==> src/core/ipv_pkg.sv <==
package ipv_pkg;
  // register port offsets
  localparam logic [7:0] REG_PIN_CTRL = 8'h00;
  localparam logic [7:0] REG_PENDING  = 8'h01;
  localparam logic [7:0] REG_SEQ_STAT = 8'h02;
  // pin_irq_status_control field positions
  localparam int BIT_LEVEL_MODE = 0;
  localparam int BIT_INT_ENABLE = 1;
  localparam int BIT_FLAG_ACK   = 2;
  localparam int BIT_FLAG       = 3;
  localparam int BIT_PIN_ENABLE = 4;
  localparam int BIT_POLARITY   = 5;
  localparam int BIT_PULL_DIS   = 6;
  localparam logic [7:0] PIN_CTRL_RESET = 8'h00;
  // vector numbers and table
  localparam logic [4:0]  VEC_SWI      = 5'h01;
  localparam logic [4:0]  VEC_PIN      = 5'h02;
  localparam logic [4:0]  VEC_NONE     = 5'h1F;
  localparam logic [15:0] VEC_TOP_ADDR = 16'hFFFE;
  // sources wired to vectors 29,26,25,21,20,19,11,10,9,7,5,4,3
  localparam logic [31:0] PERIPH_VALID = 32'h2638_0EB8;
  // stack frame and pipeline refill
  localparam logic [2:0] PUSH_BYTES = 3'h5;
  localparam logic [2:0] FILL_BYTES = 3'h3;
  localparam logic [7:0] SP_RESET   = 8'hFF;
  typedef enum logic [2:0] {
    ST_IDLE = 3'b000,
    ST_PUSH = 3'b001,
    ST_VEC  = 3'b011,
    ST_FILL = 3'b010,
    ST_DONE = 3'b110,
    ST_POP  = 3'b100
  } ipv_state_e;
endpackage

==> src/core/ipv_irq_ctrl.sv <==
//////////////////////////////////////////////////////////////////////////////
// Summary of operation
// (RULE_01) entry pushes pc low, pc high, index low, accumulator, condition codes
// (RULE_02) stack writes start at stack pointer going down; ends one below ccr
// (RULE_03) pushed pc is the next instruction address had no interrupt come
// (RULE_04) return pops in reverse order, then fetches three bytes at restored pc
// (RULE_05) index high byte is never saved or restored automatically
// (RULE_06) pin requests only while pin function enable is 1
// (RULE_07) pin options: polarity, edge or edge plus level, interrupt or poll
// (RULE_08) pin sampled synchronously; async wake path while in stop mode
// (RULE_09) enabled pin with pull disable 0 gets pullup or pulldown per polarity
// (RULE_10) enabling pin sets its flag; software clears before enabling interrupt
// (RULE_11) software waits six cycles after clear in falling level 5V setup
// (RULE_12) level mode: flag set on assertion, uncleared while pin stays asserted
// (RULE_13) vector high byte at lower address, low byte at next address
// (RULE_14) source flag sets on event; request forwarded only if enable is 1
// (RULE_15) unmasked request: finish insn, stack, set mask, fetch top vector
// (RULE_16) lower vector number means higher priority; 0 highest, 31 lowest
// (RULE_17) fixed peripheral vector assignment from 29 down to 3
// (RULE_18) unassigned vectors carry no source
// (RULE_19) vector 2 pin, vector 1 software interrupt, vector 0 reset
// (RULE_20) polarity 0 falling or low, 1 rising or high; rising gives pulldown
//////////////////////////////////////////////////////////////////////////////
//
// Added by the designer: the plain strobed port and the register addresses.
`timescale 1ns/1ns
`default_nettype none
module ipv_irq_ctrl
  import ipv_pkg::*;
(
  // clock and reset
  input  wire logic        i_clk,
  input  wire logic        i_rst,
  // register port
  input  wire logic [7:0]  i_reg_addr,
  input  wire logic [7:0]  i_reg_wdata,
  input  wire logic        i_reg_wr,
  input  wire logic        i_reg_rd,
  output logic      [7:0]  o_reg_rdata,
  // external pin
  input  wire logic        i_pin,
  input  wire logic        i_stop_mode,
  output logic             o_stop_wake,
  output logic             o_pull_up_en,
  output logic             o_pull_down_en,
  output logic             o_pin_level,
  // peripheral sources
  input  wire logic [31:0] i_periph_flag,
  input  wire logic [31:0] i_periph_enable,
  // core state
  input  wire logic        i_insn_boundary,
  input  wire logic        i_mask_bit,
  input  wire logic        i_swi_exec,
  input  wire logic        i_rti_exec,
  input  wire logic [15:0] i_next_pc,
  input  wire logic [7:0]  i_sp,
  input  wire logic [7:0]  i_acc,
  input  wire logic [7:0]  i_idx_low,
  input  wire logic [7:0]  i_ccr,
  // core memory port
  output logic      [15:0] o_mem_addr,
  output logic      [7:0]  o_mem_wdata,
  output logic             o_mem_wr,
  output logic             o_mem_rd,
  input  wire logic [7:0]  i_mem_rdata,
  // core results
  output logic             o_irq_req,
  output logic             o_busy,
  output logic             o_set_mask,
  output logic      [7:0]  o_fill_byte,
  output logic             o_fill_valid,
  output logic             o_done,
  output logic      [15:0] o_new_pc,
  output logic      [7:0]  o_new_sp,
  output logic      [7:0]  o_new_acc,
  output logic      [7:0]  o_new_idx_low,
  output logic      [7:0]  o_new_ccr
);

  // lowest set bit wins: vector 0 sits highest in memory and ranks first
  function automatic logic [4:0] pick_vector(input logic [31:0] pend);
    logic [4:0] v;
    v = VEC_NONE;
    for (int i = 31; i >= 0; i--) begin
      if (pend[i]) begin
        v = 5'(i); // [RULE_16]
      end
    end
    return v;
  endfunction

  function automatic logic [15:0] vector_addr(input logic [4:0] vec);
    return VEC_TOP_ADDR - {10'h000, vec, 1'b0}; // [RULE_13]
  endfunction

  //////////////////////////////////////////////////////////////////////////////
  // pin control register and detection
  logic [7:0] pin_ctrl_reg;
  logic       pin_flag_reg;
  logic       pin_prev_reg;
  logic       pin_smp_reg;
  logic       pin_en;
  logic       pin_asserted;
  logic       pin_edge;
  logic       ctrl_wr;
  logic       ack_wr;
  logic       en_rise;

  assign pin_en       = pin_ctrl_reg[BIT_PIN_ENABLE];
  assign pin_asserted = pin_ctrl_reg[BIT_POLARITY] ? pin_smp_reg : ~pin_smp_reg; // [RULE_20]
  assign pin_edge     = pin_en & pin_asserted & ~pin_prev_reg;
  assign ctrl_wr      = i_reg_wr && (i_reg_addr == REG_PIN_CTRL);
  assign ack_wr       = ctrl_wr & i_reg_wdata[BIT_FLAG_ACK];
  assign en_rise      = ctrl_wr & i_reg_wdata[BIT_PIN_ENABLE] & ~pin_en;

  always_ff @(posedge i_clk) begin
    if (i_rst) begin
      pin_ctrl_reg <= PIN_CTRL_RESET;
    end else if (ctrl_wr) begin
      pin_ctrl_reg <= i_reg_wdata & 8'h73; // [RULE_07]
    end
  end

  // one synchronous sample; the previous value feeds the edge detector
  always_ff @(posedge i_clk) begin
    if (i_rst) begin
      pin_smp_reg  <= 1'b0;
      pin_prev_reg <= 1'b1;
    end else begin
      pin_smp_reg  <= i_pin; // [RULE_08]
      pin_prev_reg <= pin_asserted;
    end
  end

  // set beats ack; in level mode an asserted pin keeps the flag up
  always_ff @(posedge i_clk) begin
    if (i_rst) begin
      pin_flag_reg <= 1'b0;
    end else if (en_rise) begin
      pin_flag_reg <= 1'b1; // [RULE_10]
    end else if (pin_edge) begin
      pin_flag_reg <= 1'b1; // [RULE_06]
    end else if (pin_en & pin_ctrl_reg[BIT_LEVEL_MODE] & pin_asserted) begin
      pin_flag_reg <= 1'b1; // [RULE_12]
    end else if (ack_wr) begin
      pin_flag_reg <= 1'b0;
    end
  end

  always_ff @(posedge i_clk) begin
    if (i_rst) begin
      o_pull_up_en   <= 1'b0;
      o_pull_down_en <= 1'b0;
      o_pin_level    <= 1'b0;
    end else begin
      o_pull_up_en   <= pin_en & ~pin_ctrl_reg[BIT_PULL_DIS] & ~pin_ctrl_reg[BIT_POLARITY]; // [RULE_09]
      o_pull_down_en <= pin_en & ~pin_ctrl_reg[BIT_PULL_DIS] & pin_ctrl_reg[BIT_POLARITY]; // [RULE_09]
      o_pin_level    <= pin_smp_reg;
    end
  end

  // clocks are stopped in stop mode, so this path cannot wait for an edge
  assign o_stop_wake = i_stop_mode & pin_en &
                       (pin_ctrl_reg[BIT_POLARITY] ? i_pin : ~i_pin); // [RULE_08]

  //////////////////////////////////////////////////////////////////////////////
  // qualification and priority
  logic [31:0] pending;
  logic [4:0]  top_vec;
  logic        hw_req;

  always_comb begin
    pending          = i_periph_flag & i_periph_enable & PERIPH_VALID; // [RULE_14] [RULE_17] [RULE_18]
    pending[VEC_PIN] = pin_flag_reg & pin_en & pin_ctrl_reg[BIT_INT_ENABLE]; // [RULE_19]
    pending[VEC_SWI] = 1'b0;
    pending[0]       = 1'b0;
  end

  assign top_vec = pick_vector(pending);
  assign hw_req  = (pending != 32'h0000_0000) & ~i_mask_bit;

  always_ff @(posedge i_clk) begin
    if (i_rst) begin
      o_irq_req <= 1'b0;
    end else begin
      o_irq_req <= hw_req; // [RULE_14]
    end
  end

  //////////////////////////////////////////////////////////////////////////////
  // stacking, vector fetch, return and refill sequencer
  ipv_state_e  state_reg;
  logic [2:0]  step_reg;
  logic [7:0]  sp_reg;
  logic [15:0] pc_reg;
  logic [7:0]  acc_reg;
  logic [7:0]  idx_reg;
  logic [7:0]  ccr_reg;
  logic [4:0]  vec_reg;
  logic        rd_pend_reg;
  logic        start_irq;
  logic        start_swi;
  logic        start_rti;

  assign start_swi = (state_reg == ST_IDLE) & i_swi_exec;
  assign start_irq = (state_reg == ST_IDLE) & i_insn_boundary & hw_req & ~i_swi_exec; // [RULE_15]
  assign start_rti = (state_reg == ST_IDLE) & i_rti_exec & ~i_swi_exec & ~start_irq;

  always_ff @(posedge i_clk) begin
    if (i_rst) begin
      state_reg <= ST_IDLE;
      step_reg  <= 3'h0;
    end else begin
      case (state_reg)
        ST_IDLE: begin
          step_reg <= 3'h0;
          if (start_swi | start_irq) begin
            state_reg <= ST_PUSH;
          end else if (start_rti) begin
            state_reg <= ST_POP;
          end
        end
        ST_PUSH: begin
          step_reg <= step_reg + 3'h1;
          if (step_reg == PUSH_BYTES - 3'h1) begin
            state_reg <= ST_VEC;
            step_reg  <= 3'h0;
          end
        end
        ST_VEC: begin
          step_reg <= step_reg + 3'h1;
          // read data land two edges after the strobe, so wait for both bytes
          if (step_reg == 3'h3) begin
            state_reg <= ST_FILL;
            step_reg  <= 3'h0;
          end
        end
        ST_POP: begin
          step_reg <= step_reg + 3'h1;
          if (step_reg == PUSH_BYTES + 3'h1) begin
            state_reg <= ST_FILL;
            step_reg  <= 3'h0;
          end
        end
        ST_FILL: begin
          step_reg <= step_reg + 3'h1;
          if (step_reg == FILL_BYTES + 3'h1) begin
            state_reg <= ST_DONE;
          end
        end
        ST_DONE: begin
          state_reg <= ST_IDLE;
        end
        default: begin
          state_reg <= ST_IDLE;
        end
      endcase
    end
  end

  // snapshot of core registers; the index high byte is left to software
  always_ff @(posedge i_clk) begin
    if (i_rst) begin
      pc_reg  <= 16'h0000;
      acc_reg <= 8'h00;
      idx_reg <= 8'h00;
      ccr_reg <= 8'h00;
      vec_reg <= VEC_NONE;
    end else if (start_swi | start_irq | start_rti) begin
      pc_reg  <= i_next_pc; // [RULE_03]
      acc_reg <= i_acc;
      idx_reg <= i_idx_low; // [RULE_05]
      ccr_reg <= i_ccr;
      vec_reg <= start_swi ? VEC_SWI : top_vec; // [RULE_15]
    end else if (rd_pend_reg && state_reg == ST_VEC) begin
      if (step_reg == 3'h2) begin
        pc_reg[15:8] <= i_mem_rdata; // [RULE_13]
      end else begin
        pc_reg[7:0]  <= i_mem_rdata;
      end
    end else if (rd_pend_reg && state_reg == ST_POP) begin
      case (step_reg)
        3'h2: ccr_reg      <= i_mem_rdata; // [RULE_04]
        3'h3: acc_reg      <= i_mem_rdata;
        3'h4: idx_reg      <= i_mem_rdata;
        3'h5: pc_reg[15:8] <= i_mem_rdata;
        default: pc_reg[7:0] <= i_mem_rdata;
      endcase
    end
  end

  // stack pointer walks down on push, up before each pop
  always_ff @(posedge i_clk) begin
    if (i_rst) begin
      sp_reg <= SP_RESET;
    end else if (start_swi | start_irq | start_rti) begin
      sp_reg <= i_sp;
    end else if (state_reg == ST_PUSH) begin
      sp_reg <= sp_reg - 8'h01; // [RULE_02]
    end else if (state_reg == ST_POP && step_reg < PUSH_BYTES) begin
      sp_reg <= sp_reg + 8'h01;
    end
  end

  // memory port: write data and addresses are registered
  always_ff @(posedge i_clk) begin
    if (i_rst) begin
      o_mem_addr  <= 16'h0000;
      o_mem_wdata <= 8'h00;
      o_mem_wr    <= 1'b0;
      o_mem_rd    <= 1'b0;
      rd_pend_reg <= 1'b0;
    end else begin
      o_mem_wr    <= 1'b0;
      o_mem_rd    <= 1'b0;
      rd_pend_reg <= o_mem_rd;
      case (state_reg)
        ST_PUSH: begin
          o_mem_wr   <= 1'b1;
          o_mem_addr <= {8'h00, sp_reg}; // [RULE_02]
          case (step_reg)
            3'h0: o_mem_wdata <= pc_reg[7:0]; // [RULE_01]
            3'h1: o_mem_wdata <= pc_reg[15:8];
            3'h2: o_mem_wdata <= idx_reg;
            3'h3: o_mem_wdata <= acc_reg;
            default: o_mem_wdata <= ccr_reg;
          endcase
        end
        ST_VEC: begin
          o_mem_rd   <= (step_reg < 3'h2);
          o_mem_addr <= vector_addr(vec_reg) + {15'h0000, step_reg[0]}; // [RULE_13]
        end
        ST_POP: begin
          o_mem_rd   <= (step_reg < PUSH_BYTES);
          o_mem_addr <= {8'h00, sp_reg + 8'h01}; // [RULE_04]
        end
        ST_FILL: begin
          o_mem_rd   <= (step_reg < FILL_BYTES); // [RULE_04]
          o_mem_addr <= pc_reg + {13'h0000, step_reg};
        end
        default: begin
          o_mem_addr <= o_mem_addr;
        end
      endcase
    end
  end

  // results toward the core
  always_ff @(posedge i_clk) begin
    if (i_rst) begin
      o_busy        <= 1'b0;
      o_set_mask    <= 1'b0;
      o_fill_byte   <= 8'h00;
      o_fill_valid  <= 1'b0;
      o_done        <= 1'b0;
      o_new_pc      <= 16'h0000;
      o_new_sp      <= SP_RESET;
      o_new_acc     <= 8'h00;
      o_new_idx_low <= 8'h00;
      o_new_ccr     <= 8'h00;
    end else begin
      o_busy       <= (state_reg != ST_IDLE) | start_swi | start_irq | start_rti;
      o_set_mask   <= (state_reg == ST_PUSH) && (step_reg == PUSH_BYTES - 3'h1); // [RULE_15]
      o_fill_valid <= rd_pend_reg && (state_reg == ST_FILL);
      o_fill_byte  <= i_mem_rdata;
      o_done       <= (state_reg == ST_DONE);
      if (state_reg == ST_DONE) begin
        o_new_pc      <= pc_reg;
        o_new_sp      <= sp_reg;
        o_new_acc     <= acc_reg;
        o_new_idx_low <= idx_reg;
        o_new_ccr     <= ccr_reg;
      end
    end
  end

  //////////////////////////////////////////////////////////////////////////////
  // register read port, data one cycle after the strobe
  always_ff @(posedge i_clk) begin
    if (i_rst) begin
      o_reg_rdata <= 8'h00;
    end else if (i_reg_rd) begin
      case (i_reg_addr)
        REG_PIN_CTRL: o_reg_rdata <= (pin_ctrl_reg & 8'h73) | {4'h0, pin_flag_reg, 3'h0};
        REG_PENDING:  o_reg_rdata <= {3'h0, top_vec};
        REG_SEQ_STAT: o_reg_rdata <= {5'h00, state_reg};
        default:      o_reg_rdata <= 8'h00;
      endcase
    end else begin
      o_reg_rdata <= 8'h00;
    end
  end

endmodule
`default_nettype wire

==> config.mk <==
export PLATFORM = sky130hd
export DESIGN_NAME = ipv_irq_ctrl
export DESIGN_NICKNAME = d
export VERILOG_FILES = /design/src/core/ipv_pkg.sv /design/src/core/ipv_irq_ctrl.sv
export SDC_FILE = /design/constraint.sdc
export NUM_CORES = 1
export LEC_CHECK = 0
export ABC_AREA = 1
export BUFFER_PORTS_ARGS = -buffer_cell sky130_fd_sc_hd__buf_2
export CORE_ASPECT_RATIO = 0.9
export CORE_MARGIN = 3
export CORE_UTILIZATION = 43
export DETAILED_ROUTE_END_ITERATION = 8
export GPL_ROUTABILITY_DRIVEN = 1
export PLACE_DENSITY = 0.72
export SYNTH_ARGS = -nofsm -noshare
export SYNTH_HDL_FRONTEND = slang
export SYNTH_SLANG_ARGS = --single-unit
==> constraint.sdc <==
create_clock -name i_clk -period 2.1 [get_ports i_clk]
set_clock_uncertainty 0.1 [all_clocks]
set_input_delay 0.315 -clock i_clk [delete_from_list [all_inputs] [get_ports i_clk]]
set_output_delay 0.315 -clock i_clk [all_outputs]
set_load 0.05 [all_outputs]
Yosys cells after proc, flatten, opt, wreduce, memory -nomap -nowiden
Cells that the tools add are included.

operators by class
  add/sub/neg operators = 6
  $mul = 0
  div/mod/pow operators = 0
  $lt $le $gt $ge = 3
  equality and inequality tests = 22
  shifts and indexed selects = 0
  muxes and demuxes = 58
  bitwise operators = 39
  reductions and logical operators = 29

operators with widths
  kind                                                                   number
  8-bit two-way mux                                                      18
  5-bit two-way mux                                                      14
  16-bit case mux with 4 select lines                                    1
  16-bit two-way mux                                                     3
  8-bit case mux with 4 select lines                                     1
  32-bit nonzero test                                                    1
  30-bit bitwise AND                                                     1
  3-bit case mux with 5 select lines                                     2
  3-bit two-way mux                                                      9
  1-bit bitwise AND                                                      22
  7-bit case mux with 3 select lines                                     1
  16-bit by 3-bit adder with 16-bit output                               1
  3-bit equality test, second input constant                             5
  3-bit AND reduction                                                    5
  3-bit by 2-bit equality test with 1-bit output, second input constant  4
  3-bit nonzero test                                                     4
  2-bit inequality test, second input constant                           5
  1-bit inverter                                                         10
  8-bit by 2-bit adder with 9-bit output                                 1
  8-bit by 1-bit adder with 8-bit output, second input constant          1
  8-bit by 1-bit equality test with 1-bit output, second input constant  1
  8-bit by 2-bit equality test with 1-bit output, second input constant  1
  8-bit logical NOT                                                      1
  2-bit nonzero test                                                     4
  other kinds (21)                                                       41

word-level totals
  register bits after elaboration = 166
  latch bits = 0
  RAM bits = 0
  bits in read-only memories = 0
  output and inout port bits = 99
  memories kept = 0

Longest topological paths before layout
Gate-level depths: netlist (run 1).

  depth in word-level cells = 16
  mapped depth = 13
  mapped depth without buffers = 12

Least setup slack after synthesis (run 1)
OpenSTA, ideal clock, no wires.

  kind = reg-to-reg
  from = reg step_reg[1]
  to = reg state_reg[1]
  library setup time = 0.119 ns
  data arrival time = 1.787 ns
  data required time = 1.881 ns
  setup slack = 0.094 ns
  stages on the path, launching flop included = 11
  buffers on the path = 1
  cell sequence = dfxtp_1 ha_1 ha_1 clkbuf_1 inv_1 nand2_1 o21ai_0 a211oi_1 nand2_1 o21ai_0 a21oi_1

between the ends
  word-level cells in the longest chain between the ends = 3

RTL lines
  item                                         RTL line             source
  from (decl)                                  ipv_irq_ctrl.sv:193  logic [2:0] step_reg;
  from (signal assigned)                       ipv_irq_ctrl.sv:224  step_reg <= step_reg + 3'h1;
  from (signal assigned)                       ipv_irq_ctrl.sv:231  step_reg <= step_reg + 3'h1;
  from (signal assigned)                       ipv_irq_ctrl.sv:239  step_reg <= step_reg + 3'h1;
  3-bit equality test (tied with other cells)  ipv_irq_ctrl.sv:240  if (step_reg == PUSH_BYTES + 3'h1) begin
  2-bit inequality test (no line)              -
  5-bit AND reduction (no line) *              -
  to (signal assigned)                         ipv_irq_ctrl.sv:241  state_reg <= ST_FILL;
  to (signal assigned)                         ipv_irq_ctrl.sv:248  state_reg <= ST_DONE;
  to (signal assigned)                         ipv_irq_ctrl.sv:252  state_reg <= ST_IDLE;
  to (decl)                                    ipv_irq_ctrl.sv:192  ipv_state_e state_reg;

Mark *: on every way between the ends. The rest lies on a longest branch, timed or not.
A chain may end at the register's enable or synchronous reset.

Worst setup path in the final report (run 1)
  from = reg step_reg[0]
  to = reg step_reg[2]

between the ends
  word-level cells in the longest chain between the ends = 3

RTL lines
  item                                                            RTL line                                                       source
  3-bit by 1-bit adder with 3-bit output (tied with other cells)  -
  3-bit two-way mux (on tied branches)                            ipv_irq_ctrl.sv:240, ipv_irq_ctrl.sv:225, ipv_irq_ctrl.sv:233
  3-bit case mux with 5 select lines *                            ipv_irq_ctrl.sv:214                                            case (state_reg)

Marked as above.

==> results of run 1 <==
## worst max-delay path: cells and delay by family (launching register included)
kind	cells	cell delay [ns]
AOI/OAI and AO/OA	2	0.53
adders and majority gates	1	0.22
buffers and inverters	4	0.52
DFF	1	0.32
and+or+nand+nor	2	0.23
## cell families (layout without fill, tap and decap cells)
kind of cell / after synthesis / in the layout / synth area share
other: 1 / 1 / 0.000478
flip-flops: 165 / 165 / 0.421
buffers and inverters: 151 / 388 / 0.0803
AND/OR/NAND/NOR: 563 / 563 / 0.301
AO/OA/AOI/OAI: 234 / 234 / 0.169
XOR/XNOR: 8 / 8 / 0.00892
adder cells (fa/ha/maj): 12 / 12 / 0.0201
## what timing repair did
item,in CTS,in global routing
endpoints found under the setup margin,1,54
resized for setup,3,34
endpoints found under the hold margin,3,0
pin swaps,1,6
buffers inserted,1,0
hold buffers,3,0
## metal layers
layer	vias to the layer above	routed length, µm
met5	-	27
met4	4	306
met3	27	2650
met2	401	11100
met1	3768	10800
li1	4136	-
## final cells by class
type / instances / area (µm²) / area share
clock buffers: 17 / 425 / 0.0423
repair buffers: 253 / 1480 / 0.147
multi-input cells: 818 / 4030 / 0.401
flip-flops and latches: 165 / 3310 / 0.329
well taps: 240 / 300 / 0.0299
clock inverters: 15 / 123 / 0.0122
inverters: 103 / 387 / 0.0385
## power groups by stage
| stage | sequential, mW | combinational (mW) | clock (mW) |
|---|---|---|---|
| 2_1_floorplan | 5.27 | 3.85 | 0 |
| 3_3_place_gp | 4.53 | 6.56 | 0 |
| 3_5_place_dp | 4.53 | 6.65 | 0 |
| 4_1_cts | 4.48 | 6.71 | 2.98 |
| 5_1_grt | 4.59 | 7.62 | 3.12 |
| 6_report | 4.52 | 6.92 | 2.94 |
## placed cells by master (no fill, tap or decap), types with 4 or more instances in the layout
master | netlist | layout
nand2_1 | 360 | 352
xor2_1 | 7 | 7
o21ai_0 | 77 | 74
inv_2 | 9 | 10
inv_6 | 0 | 4
o211ai_1 | 21 | 21
buf_12 | 0 | 6
ha_1 | 11 | 7
nor3_1 | 15 | 14
nand4_1 | 5 | 5
buf_2 | 12 | 203
nand3_2 | 3 | 6
nand2_4 | 4 | 4
inv_1 | 94 | 93
dfxtp_1 | 165 | 162
clkbuf_16 | 0 | 17
nor2_4 | 3 | 4
nand2_2 | 5 | 13
buf_4 | 5 | 39
a31oi_1 | 5 | 5
a21oi_1 | 101 | 99
nand3_1 | 58 | 55
a221oi_1 | 10 | 8
nor2_1 | 99 | 97
clkinvlp_4 | 0 | 4
## per-stage QoR
step / utilization / setup TNS, ns / hold slack, ns / std cells
after global placement: 0.525 / -0.00885 / 0.311 / 1575
after floorplan: - / 0 / 0.315 / 1134
after global routing: 0.565 / -0.0642 / 0.0128 / 1611
after CTS: 0.559 / 0 / 0.000348 / 1611
final: 0.565 / 0 / 0.0150 / 1611
after detailed placement: 0.525 / -0.0374 / 0.315 / 1575
## how the worst max path moves through the flow
stage                     endpoint        start  depth (start not counted)  slack, ns
global route          state_reg[1]  step_reg[0]                         10      -0.04
floorplan             state_reg[1]  step_reg[1]                         10       0.09
finish                 step_reg[2]  step_reg[0]                          9       0.09
global placement    o_mem_addr[12]    pc_reg[0]                         12     -0.009
CTS                   state_reg[1]  step_reg[1]                          9       0.03
detailed placement  o_mem_addr[12]    pc_reg[0]                         12      -0.04
==> impl_metrics.json, run 1 <==
{
  "crit_required_ns": 2.33,
  "grt_max_degree": 75,
  "drive_gt1_frac": 0.254,
  "synth_nets": 1292,
  "overflow": 0,
  "reg2reg_slack_ns": 0.09,
  "place_ws_ns": -0.0374,
  "p_switching_mw": 6.78,
  "leakagePower_nw": 4.94,
  "stdcell_area_um2": 10100,
  "io_pins": 245,
  "cpMaxStageDelayCell": "a211oi_1",
  "ys_types": 47,
  "die_h_um": 134,
  "arrival_ns": 2.24,
  "synthTopCellsByArea": "dfxtp_1, nand2_1, a21oi_1",
  "core_area_um2": 17800,
  "cp_max_fo": 6,
  "met1_usage": 0.339,
  "fin_ws_ns": 0.0876,
  "clk_path_buf_depth": 2,
  "dieArea_um2": 19900,
  "cap_violations": 0,
  "grt_pass1_vias": 7669,
  "grt-busiest-layer": "met2",
  "worstReg2RegStart": "step_reg[0]",
  "first_iter_violations": 785,
  "r2r_end": "step_reg[2]",
  "h-tree-depth": 4,
  "worst_setup_path_end_kind": "register",
  "status": "complete, no violations",
  "wirelength_mm": 24.9,
  "synth_largest_area_cell": "dfxtp_1",
  "nNetsFinal": 1516,
  "synthFlopType": "dfxtp_1",
  "insertion_delay_ns": 0.43,
  "yosysSeqAreaShare": 0.421,
  "yosysMostFrequentCell": "nand2_1",
  "finalHoldViolations": 0,
  "combPwrFrac": 0.481,
  "via_count": 8336,
  "grt_use_met2": 0.374,
  "antenna_cells": 0,
  "avgSynthCellArea_um2": 6.92,
  "synth_top_area_frac": 0.421,
  "whs_path_depth": 3,
  "hold_class": "input pin to register",
  "synth_top_cells_by_count": "nand2_1, dfxtp_1, a21oi_1, nor2_1, inv_1",
  "ir_drop_mv": 0.716,
  "cts_tree": "built",
  "grtUsageTotal": 0.245,
  "antenna_found_initial": 2,
  "fill_cells": 1697,
  "tightest_slew_ns": 0.495,
  "first_pass_iters": 5,
  "holdPathEnd": "o_fill_byte[0]",
  "cts_buffers": 17,
  "p_clk_frac": 0.204,
  "syn-instance-count": 1134,
  "p_int_mw": 7.60,
  "path_cells": "buf_4 > inv_1 > ha_1 > nand2_1 > buf_4 > a211oi_1 > o221ai_1 > nand2_1 > inv_1",
  "cpPeakStageDelay_ns": 0.35,
  "critPathKind": "register to register",
  "worstRegToRegCells": 9,
  "ys_async_sr_fraction": 0,
  "port_buffers": 203,
  "routabilityCongestion": 0.918,
  "dpl_cell_area_um2": 9340,
  "path_clk_slew_ns": 0.07,
  "ant_nets": 0,
  "start_util": 0.441,
  "yosys_register_bits": 165,
  "setup_viol": 0,
  "grt_first_pass_wirelength_mm": 39.1,
  "relSlewSlack": 0.666,
  "min_from": "i_mem_rdata[0]",
  "period_share": 0.958,
  "area_growth_syn_to_layout_pct": 28.1,
  "ys_warn_count": 0,
  "startpoint_type": "register",
  "fin_total_pwr_mw": 14.4,
  "max_freq_ghz": 0.497,
  "powerDensity_nw_per_um2": 1430,
  "syn_area_um2": 7850,
  "row_count": 46,
  "gr-usage-met3": 0.0814,
  "clock-sinks": 165,
  "die_w_um": 148,
  "routedWlPerCell_um": 15.5,
  "hpwl_mm": 18.5,
  "switching_share": 0.471,
  "drc": 0,
  "seq_power_share": 0.314,
  "finalMaxSlewViolations": 0,
  "vias_per_cell": 5.17,
  "cts-root-buf": "clkbuf_16",
  "min_period_ns": 2.01,
  "synth_edf_count": 0
}
No activity file was read; power rests on OpenSTA's default activity.
==> inputs of run 2 (changes only) <==
--- a/config.mk
+++ b/config.mk
@@ -10,6 +10,7 @@
 export CORE_ASPECT_RATIO = 0.9
 export CORE_MARGIN = 3
 export CORE_UTILIZATION = 43
+export CTS_BUF_LIST = sky130_fd_sc_hd__clkbuf_4
 export DETAILED_ROUTE_END_ITERATION = 8
 export GPL_ROUTABILITY_DRIVEN = 1
 export PLACE_DENSITY = 0.72
==> run 2 against run 1 <==
Power is 8.2% lower. Non-clock buffer count rose by 63. Clock-buffer cell count stayed put. Utilization up 1.8 points. Clock power down 41%. Largest cell class unchanged. Die area did not move. Global-route usage grew 0.84 points. Critical endpoint is now o_mem_addr[12]. Critical path type unchanged. Setup slack worse by 0.0094 ns. Highest routed layer unchanged. Via count up 3.3%.
==> impl_metrics.json, run 2 (same netlist as run 1, synthesis figures left out) <==
{
  "status": "complete, no violations",
  "cts_buffers": 17,
  "clock-sinks": 165,
  "hold_class": "input pin to register",
  "cpPeakStageDelay_ns": 0.36,
  "dpl_cell_area_um2": 9340,
  "via_count": 8608,
  "critPathKind": "register to register",
  "hpwl_mm": 18.5,
  "grt_max_degree": 75,
  "startpoint_type": "register",
  "first_iter_violations": 760,
  "clk_path_buf_depth": 2,
  "wirelength_mm": 25.7,
  "period_share": 0.963,
  "cap_violations": 0,
  "die_w_um": 148,
  "cpMaxStageDelayCell": "dfxtp_2",
  "cts-root-buf": "clkbuf_4",
  "stdcell_area_um2": 10400,
  "setup_viol": 0,
  "antenna_cells": 0,
  "arrival_ns": 2.40,
  "grtUsageTotal": 0.254,
  "drc": 0,
  "path_cells": "ha_2 > fa_2 > nand2_2 > nand2_1 > nand3_2 > nor2_4 > nand3_2 > nor3_2 > buf_4 > or2_2 > nand3_1 > a21oi_1",
  "whs_ns": 0.0567,
  "dieArea_um2": 19900,
  "max_freq_ghz": 0.495,
  "h-tree-depth": 4,
  "first_pass_iters": 6,
  "final_util": 0.583,
  "powerDensity_nw_per_um2": 1270,
  "insertion_delay_ns": 0.57,
  "core_area_um2": 17800,
  "cp_common_cell": "nand3_2",
  "row_count": 46,
  "layout_common_cells": "nand2_1, buf_2, dfxtp_1, a21oi_1, nor2_1",
  "nNetsFinal": 1579,
  "cts_tree": "built",
  "cp_max_fo": 4,
  "ir_drop_mv": 0.621,
  "routedWlPerCell_um": 15.3,
  "routabilityCongestion": 0.918,
  "grt_pass1_vias": 8033,
  "ant_nets": 0,
  "finalMaxSlewViolations": 0,
  "mostFrequentLayoutCell": "nand2_1",
  "rsz0062_at_grt": "true",
  "vias_per_cell": 5.14,
  "io_pins": 245,
  "multi_input_area_um2": 4010,
  "finalHoldViolations": 0,
  "start_util": 0.441,
  "die_h_um": 134,
  "grt_first_pass_wirelength_mm": 40.5,
  "worst_setup_path_end_kind": "register",
  "min_period_ns": 2.02,
  "drive_gt1_frac": 0.241,
  "crit_required_ns": 2.48,
  "fill_cells": 1690,
  "area_growth_syn_to_layout_pct": 32.1,
  "seq_area_um2": 3310,
  "path_clk_slew_ns": 0.15,
  "overflow": 0,
  "leakagePower_nw": 5.07,
  "port_buffers": 203,
  "antenna_found_initial": 1
}
==> run 2: cell types whose count changed in the layout (fill, tap and decap cells not counted), sizes merged <==
cell         change
dlygate4sd3     +63
clkbuf           +1
buf              -1
==> run 2: power by group <==
group,switching (mW),internal [mW]
Sequential,0.658,3.85
Combinational,4.70,2.28
Clock,1.23,0.499
==> run 2: routing by layer <==
metal / wire, µm / share of wire / GRT usage
met1: 10900 / 0.43 / 0.340
met2: 11500 / 0.45 / 0.397
met3: 2670 / 0.10 / 0.0794
met4: 547 / 0.021 / 0.0708
met5: 13 / 0.00051 / 0
==> run 2: final timing paths <==
check | startpoint | to | slack (ns) | cells past startpoint
max | pc_reg[0] | o_mem_addr[12] | 0.08 | 12
min | i_periph_enable[4] | o_reg_rdata[0] | 0.06 | 6
max reg2reg | pc_reg[0] | o_mem_addr[12] | 0.08 | 12
min reg2reg | o_mem_rd | rd_pend_reg | 0.34 | 2
==> run 2: timing repair <==
item | in CTS | in global routing
endpoints found under the setup margin | 1 | 62
endpoints found under the hold margin | 68 | 0
buffers inserted | 1 | 0
resized for setup | 2 | 34
hold buffers | 66 | 0
pin swaps | 1 | 3
==> run 2: layout make-up <==
cell class,instances,area share
Tap cell,240,0.0290
Clock inverter,15,0.0118
Multi-Input combinational cell,818,0.387
Inverter,103,0.0373
Sequential cell,165,0.319
Clock buffer,17,0.0123
Timing Repair Buffer,316,0.204
==> run 2: critical path: cells and delay by family, from the launching register on <==
kind | cells | cell delay, ns
flip-flops | 1 | 0.36
AND/OR/NAND/NOR | 8 | 0.75
AO/OA/AOI/OAI | 1 | 0.06
adder cells (fa/ha/maj) | 2 | 0.52
buffers and inverters | 1 | 0.14
==> run 2: per-stage QoR <==
step / TNS (ns) / total power [mW] / setup slack, ns / instances
2_1_floorplan: 0 / 9.11 / 0.0935 / 1134
3_3_place_gp: -0.00885 / 11.1 / -0.00885 / 1575
3_5_place_dp: -0.0374 / 11.2 / -0.0374 / 1575
4_1_cts: 0 / 13.0 / 0.00439 / 1674
5_1_grt: -0.144 / 14.2 / -0.0758 / 1674
6_report: 0 / 13.2 / 0.0782 / 1674
==> inputs of run 3 (changes only) <==
--- a/config.mk
+++ b/config.mk
@@ -5,7 +5,6 @@
 export SDC_FILE = /design/constraint.sdc
 export NUM_CORES = 1
 export LEC_CHECK = 0
-export ABC_AREA = 1
 export BUFFER_PORTS_ARGS = -buffer_cell sky130_fd_sc_hd__buf_2
 export CORE_ASPECT_RATIO = 0.9
 export CORE_MARGIN = 3
==> run 3 against run 2 <==
Utilization increased by 3.0 points. Setup slack lost 0.026 ns. Largest power group unchanged. Sequential cell count is the same. Largest cell class unchanged. Sequential share of layout area fell by 1.7 points. Via count is 2.2% lower. Global-route usage is 0.96 points higher. Clock power rose by 22%. Non-clock buffer count is 48 higher. Design area rose by 5.9%. Synthesized cell count decreased by 15%.
==> impl_metrics.json, run 3 <==
{
  "status": "complete, no violations",
  "arrival_ns": 2.44,
  "die_w_um": 149,
  "fill_cells": 1600,
  "powerDensity_nw_per_um2": 1240,
  "synthFlopType": "dfxtp_1",
  "cts-root-buf": "clkbuf_4",
  "row_count": 46,
  "synthTopCellsByArea": "dfxtp_1, nand2_1, mux2i_1",
  "worstReg2RegStart": "step_reg[1]",
  "setup_viol": 0,
  "yosysMostFrequentCell": "dfxtp_1",
  "routabilityCongestion": 0.928,
  "routedWlPerCell_um": 17.8,
  "critPathKind": "register to register",
  "grt_pass1_vias": 8123,
  "startpoint_type": "register",
  "cp_max_fo": 6,
  "finalMaxSlewViolations": 0,
  "syn-instance-count": 965,
  "synth_top_family_by_area": "simple AND/OR/NAND/NOR gates",
  "hold_class": "input pin to register",
  "rsz0062_at_grt": "true",
  "dp.cells": 1422,
  "cts_tree": "built",
  "syn_area_um2": 7950,
  "reg2reg_slack_ns": 0.05,
  "cpMaxStageDelayCell": "fa_2",
  "ant_nets": 0,
  "wirelength_mm": 27.2,
  "path_cells": "buf_4 > fa_2 > a21oi_4 > nor3_4 > nand3_2 > xor2_1 > a21o_1 > a2111oi_2",
  "drc": 0,
  "crit_required_ns": 2.50,
  "ir_drop_mv": 0.703,
  "crit_family": "compound AO/OA/AOI/OAI gates",
  "yosys.area_share.simple": 0.219,
  "drive_gt1_frac": 0.296,
  "synth-xor-area-share": 0.0286,
  "nNetsFinal": 1433,
  "overflow": 0,
  "h-tree-depth": 4,
  "clock-sinks": 165,
  "stdcell_area_um2": 11000,
  "io_pins": 245,
  "seq_area_um2": 3310,
  "cts_buffers": 17,
  "leakagePower_nw": 4.90,
  "ys_types": 59,
  "ys_warn_count": 0,
  "synth_fa_ha_area_frac": 0.0198,
  "synth_top_area_frac": 0.415,
  "synth_nets": 1123,
  "finalHoldViolations": 0,
  "grt_first_pass_wirelength_mm": 42.3,
  "muxShareOfSynthArea": 0.0642,
  "avgSynthCellArea_um2": 8.24,
  "insertion_delay_ns": 0.61,
  "first_iter_violations": 636,
  "grtUsageTotal": 0.263,
  "worst_setup_path_end_kind": "register",
  "synth_edf_count": 0,
  "ys_async_sr_fraction": 0,
  "multi_input_area_um2": 4480,
  "yosys_register_bits": 165,
  "dpl_cell_area_um2": 9710,
  "die_h_um": 135,
  "period_share": 0.975,
  "cpPeakStageDelay_ns": 0.44,
  "cap_violations": 0,
  "port_buffers": 203,
  "min_from": "i_reg_rd",
  "path_clk_slew_ns": 0.14,
  "fin_cells": 1530,
  "synth_top_cells_by_count": "dfxtp_1, nand2_1, nor2_1, a21oi_1, clkbuf_1",
  "mostFrequentLayoutCell": "buf_2",
  "synth_largest_area_cell": "dfxtp_1",
  "area_growth_syn_to_layout_pct": 38.1,
  "antenna_found_initial": 1,
  "synth-compound-area-share": 0.205,
  "layout_common_cells": "buf_2, dfxtp_1, nand2_1, nor2_1, a21oi_1",
  "first_pass_iters": 7,
  "vias_per_cell": 5.50,
  "max_freq_ghz": 0.488,
  "cp.buffers_inverters": 1,
  "via_count": 8421,
  "dieArea_um2": 20200,
  "start_util": 0.444,
  "min_period_ns": 2.05,
  "clk_path_buf_depth": 2,
  "core_area_um2": 17900,
  "grt_max_degree": 93,
  "cp-startpoint": "step_reg[1]",
  "yosysSeqAreaShare": 0.415,
  "hpwl_mm": 19.0
}
[run 3: changes by cell type after synthesis, sizes merged, moves of 17 or more]
| cell | delta |
|---|---|
| o21ai | -43 |
| o211ai | -17 |
| inv | -89 |
| a211oi | +36 |
| nand2 | -217 |
| mux2i | +51 |
| nor2b | +17 |
| nand3 | -43 |
| clkbuf | +37 |
[run 3: timing repair]
action | in CTS | in global routing
endpoints found under the setup margin | 22 | 72
gates cloned | 0 | 1
buffers inserted | 0 | 3
pin swaps | 2 | 12
resized for setup | 11 | 45
hold buffers | 70 | 0
hold endpoints to repair | 71 | 0
[run 3: worst paths after layout]
check                      to  cells after the start
min reg2reg  o_new_idx_low[3]                      2
max reg2reg    o_mem_addr[10]                      8
max            o_mem_addr[10]                      8
min            o_reg_rdata[1]                      4
[run 3: layer usage]
layer	routed length, µm	part of all wire	vias to the layer above	global-route usage
li1	-	-	4039	-
met1	12000	0.44	3936	0.375
met2	12200	0.45	397	0.398
met3	2440	0.090	49	0.0668
met4	530	0.020	0	0.0742
met5	0	0	-	0
[run 3: metrics by stage]
step           utilization  total power, mW  hold WS [ns]  worst slack, ns  setup TNS [ns]
2_1_floorplan            -             8.70         0.294          -0.0230          -0.371
3_3_place_gp         0.542             10.9         0.340           -0.109           -3.26
3_5_place_dp         0.542             11.0         0.344           -0.171           -5.61
4_1_cts              0.602             13.2       0.00648          -0.0204         -0.0204
5_1_grt              0.613             14.4        0.0421          -0.0215          -0.108
6_report             0.613             13.6        0.0396           0.0520               0
[run 3: final cells by class]
| type | count | share of cell area |
|---|---|---|
| clock inverters | 14 | 0.0168 |
| diodes | 2 | 0.000456 |
| flip-flops and latches | 165 | 0.302 |
| repair buffers | 364 | 0.229 |
| well taps | 240 | 0.0273 |
| clock buffers | 18 | 0.0123 |
| multi-input cells | 713 | 0.408 |
| inverters | 14 | 0.00479 |
[run 3: cell families after synthesis]
logic type,Yosys count
AND/OR/NAND/NOR,380
AO/OA/AOI/OAI,243
flip-flops,165
buffers and inverters,87
multiplexers,51
XOR/XNOR,26
adder cells (fa/ha/maj),12
other,1
[run 3: worst min-delay path: stages]
cell,delay (ns)
buf_2,0.09
nand4b_1,0.11
or4_1,0.12
o41ai_1,0.06
[run 3: power by group]
part           leakage (nW)  switching, mW  internal [mW]  total (mW)
registers              1.35          0.825           3.88        4.71
logic                  3.39           4.06           2.68        6.74
clock network         0.157           1.17          0.947        2.11
total                  4.90           6.05           7.51        13.6
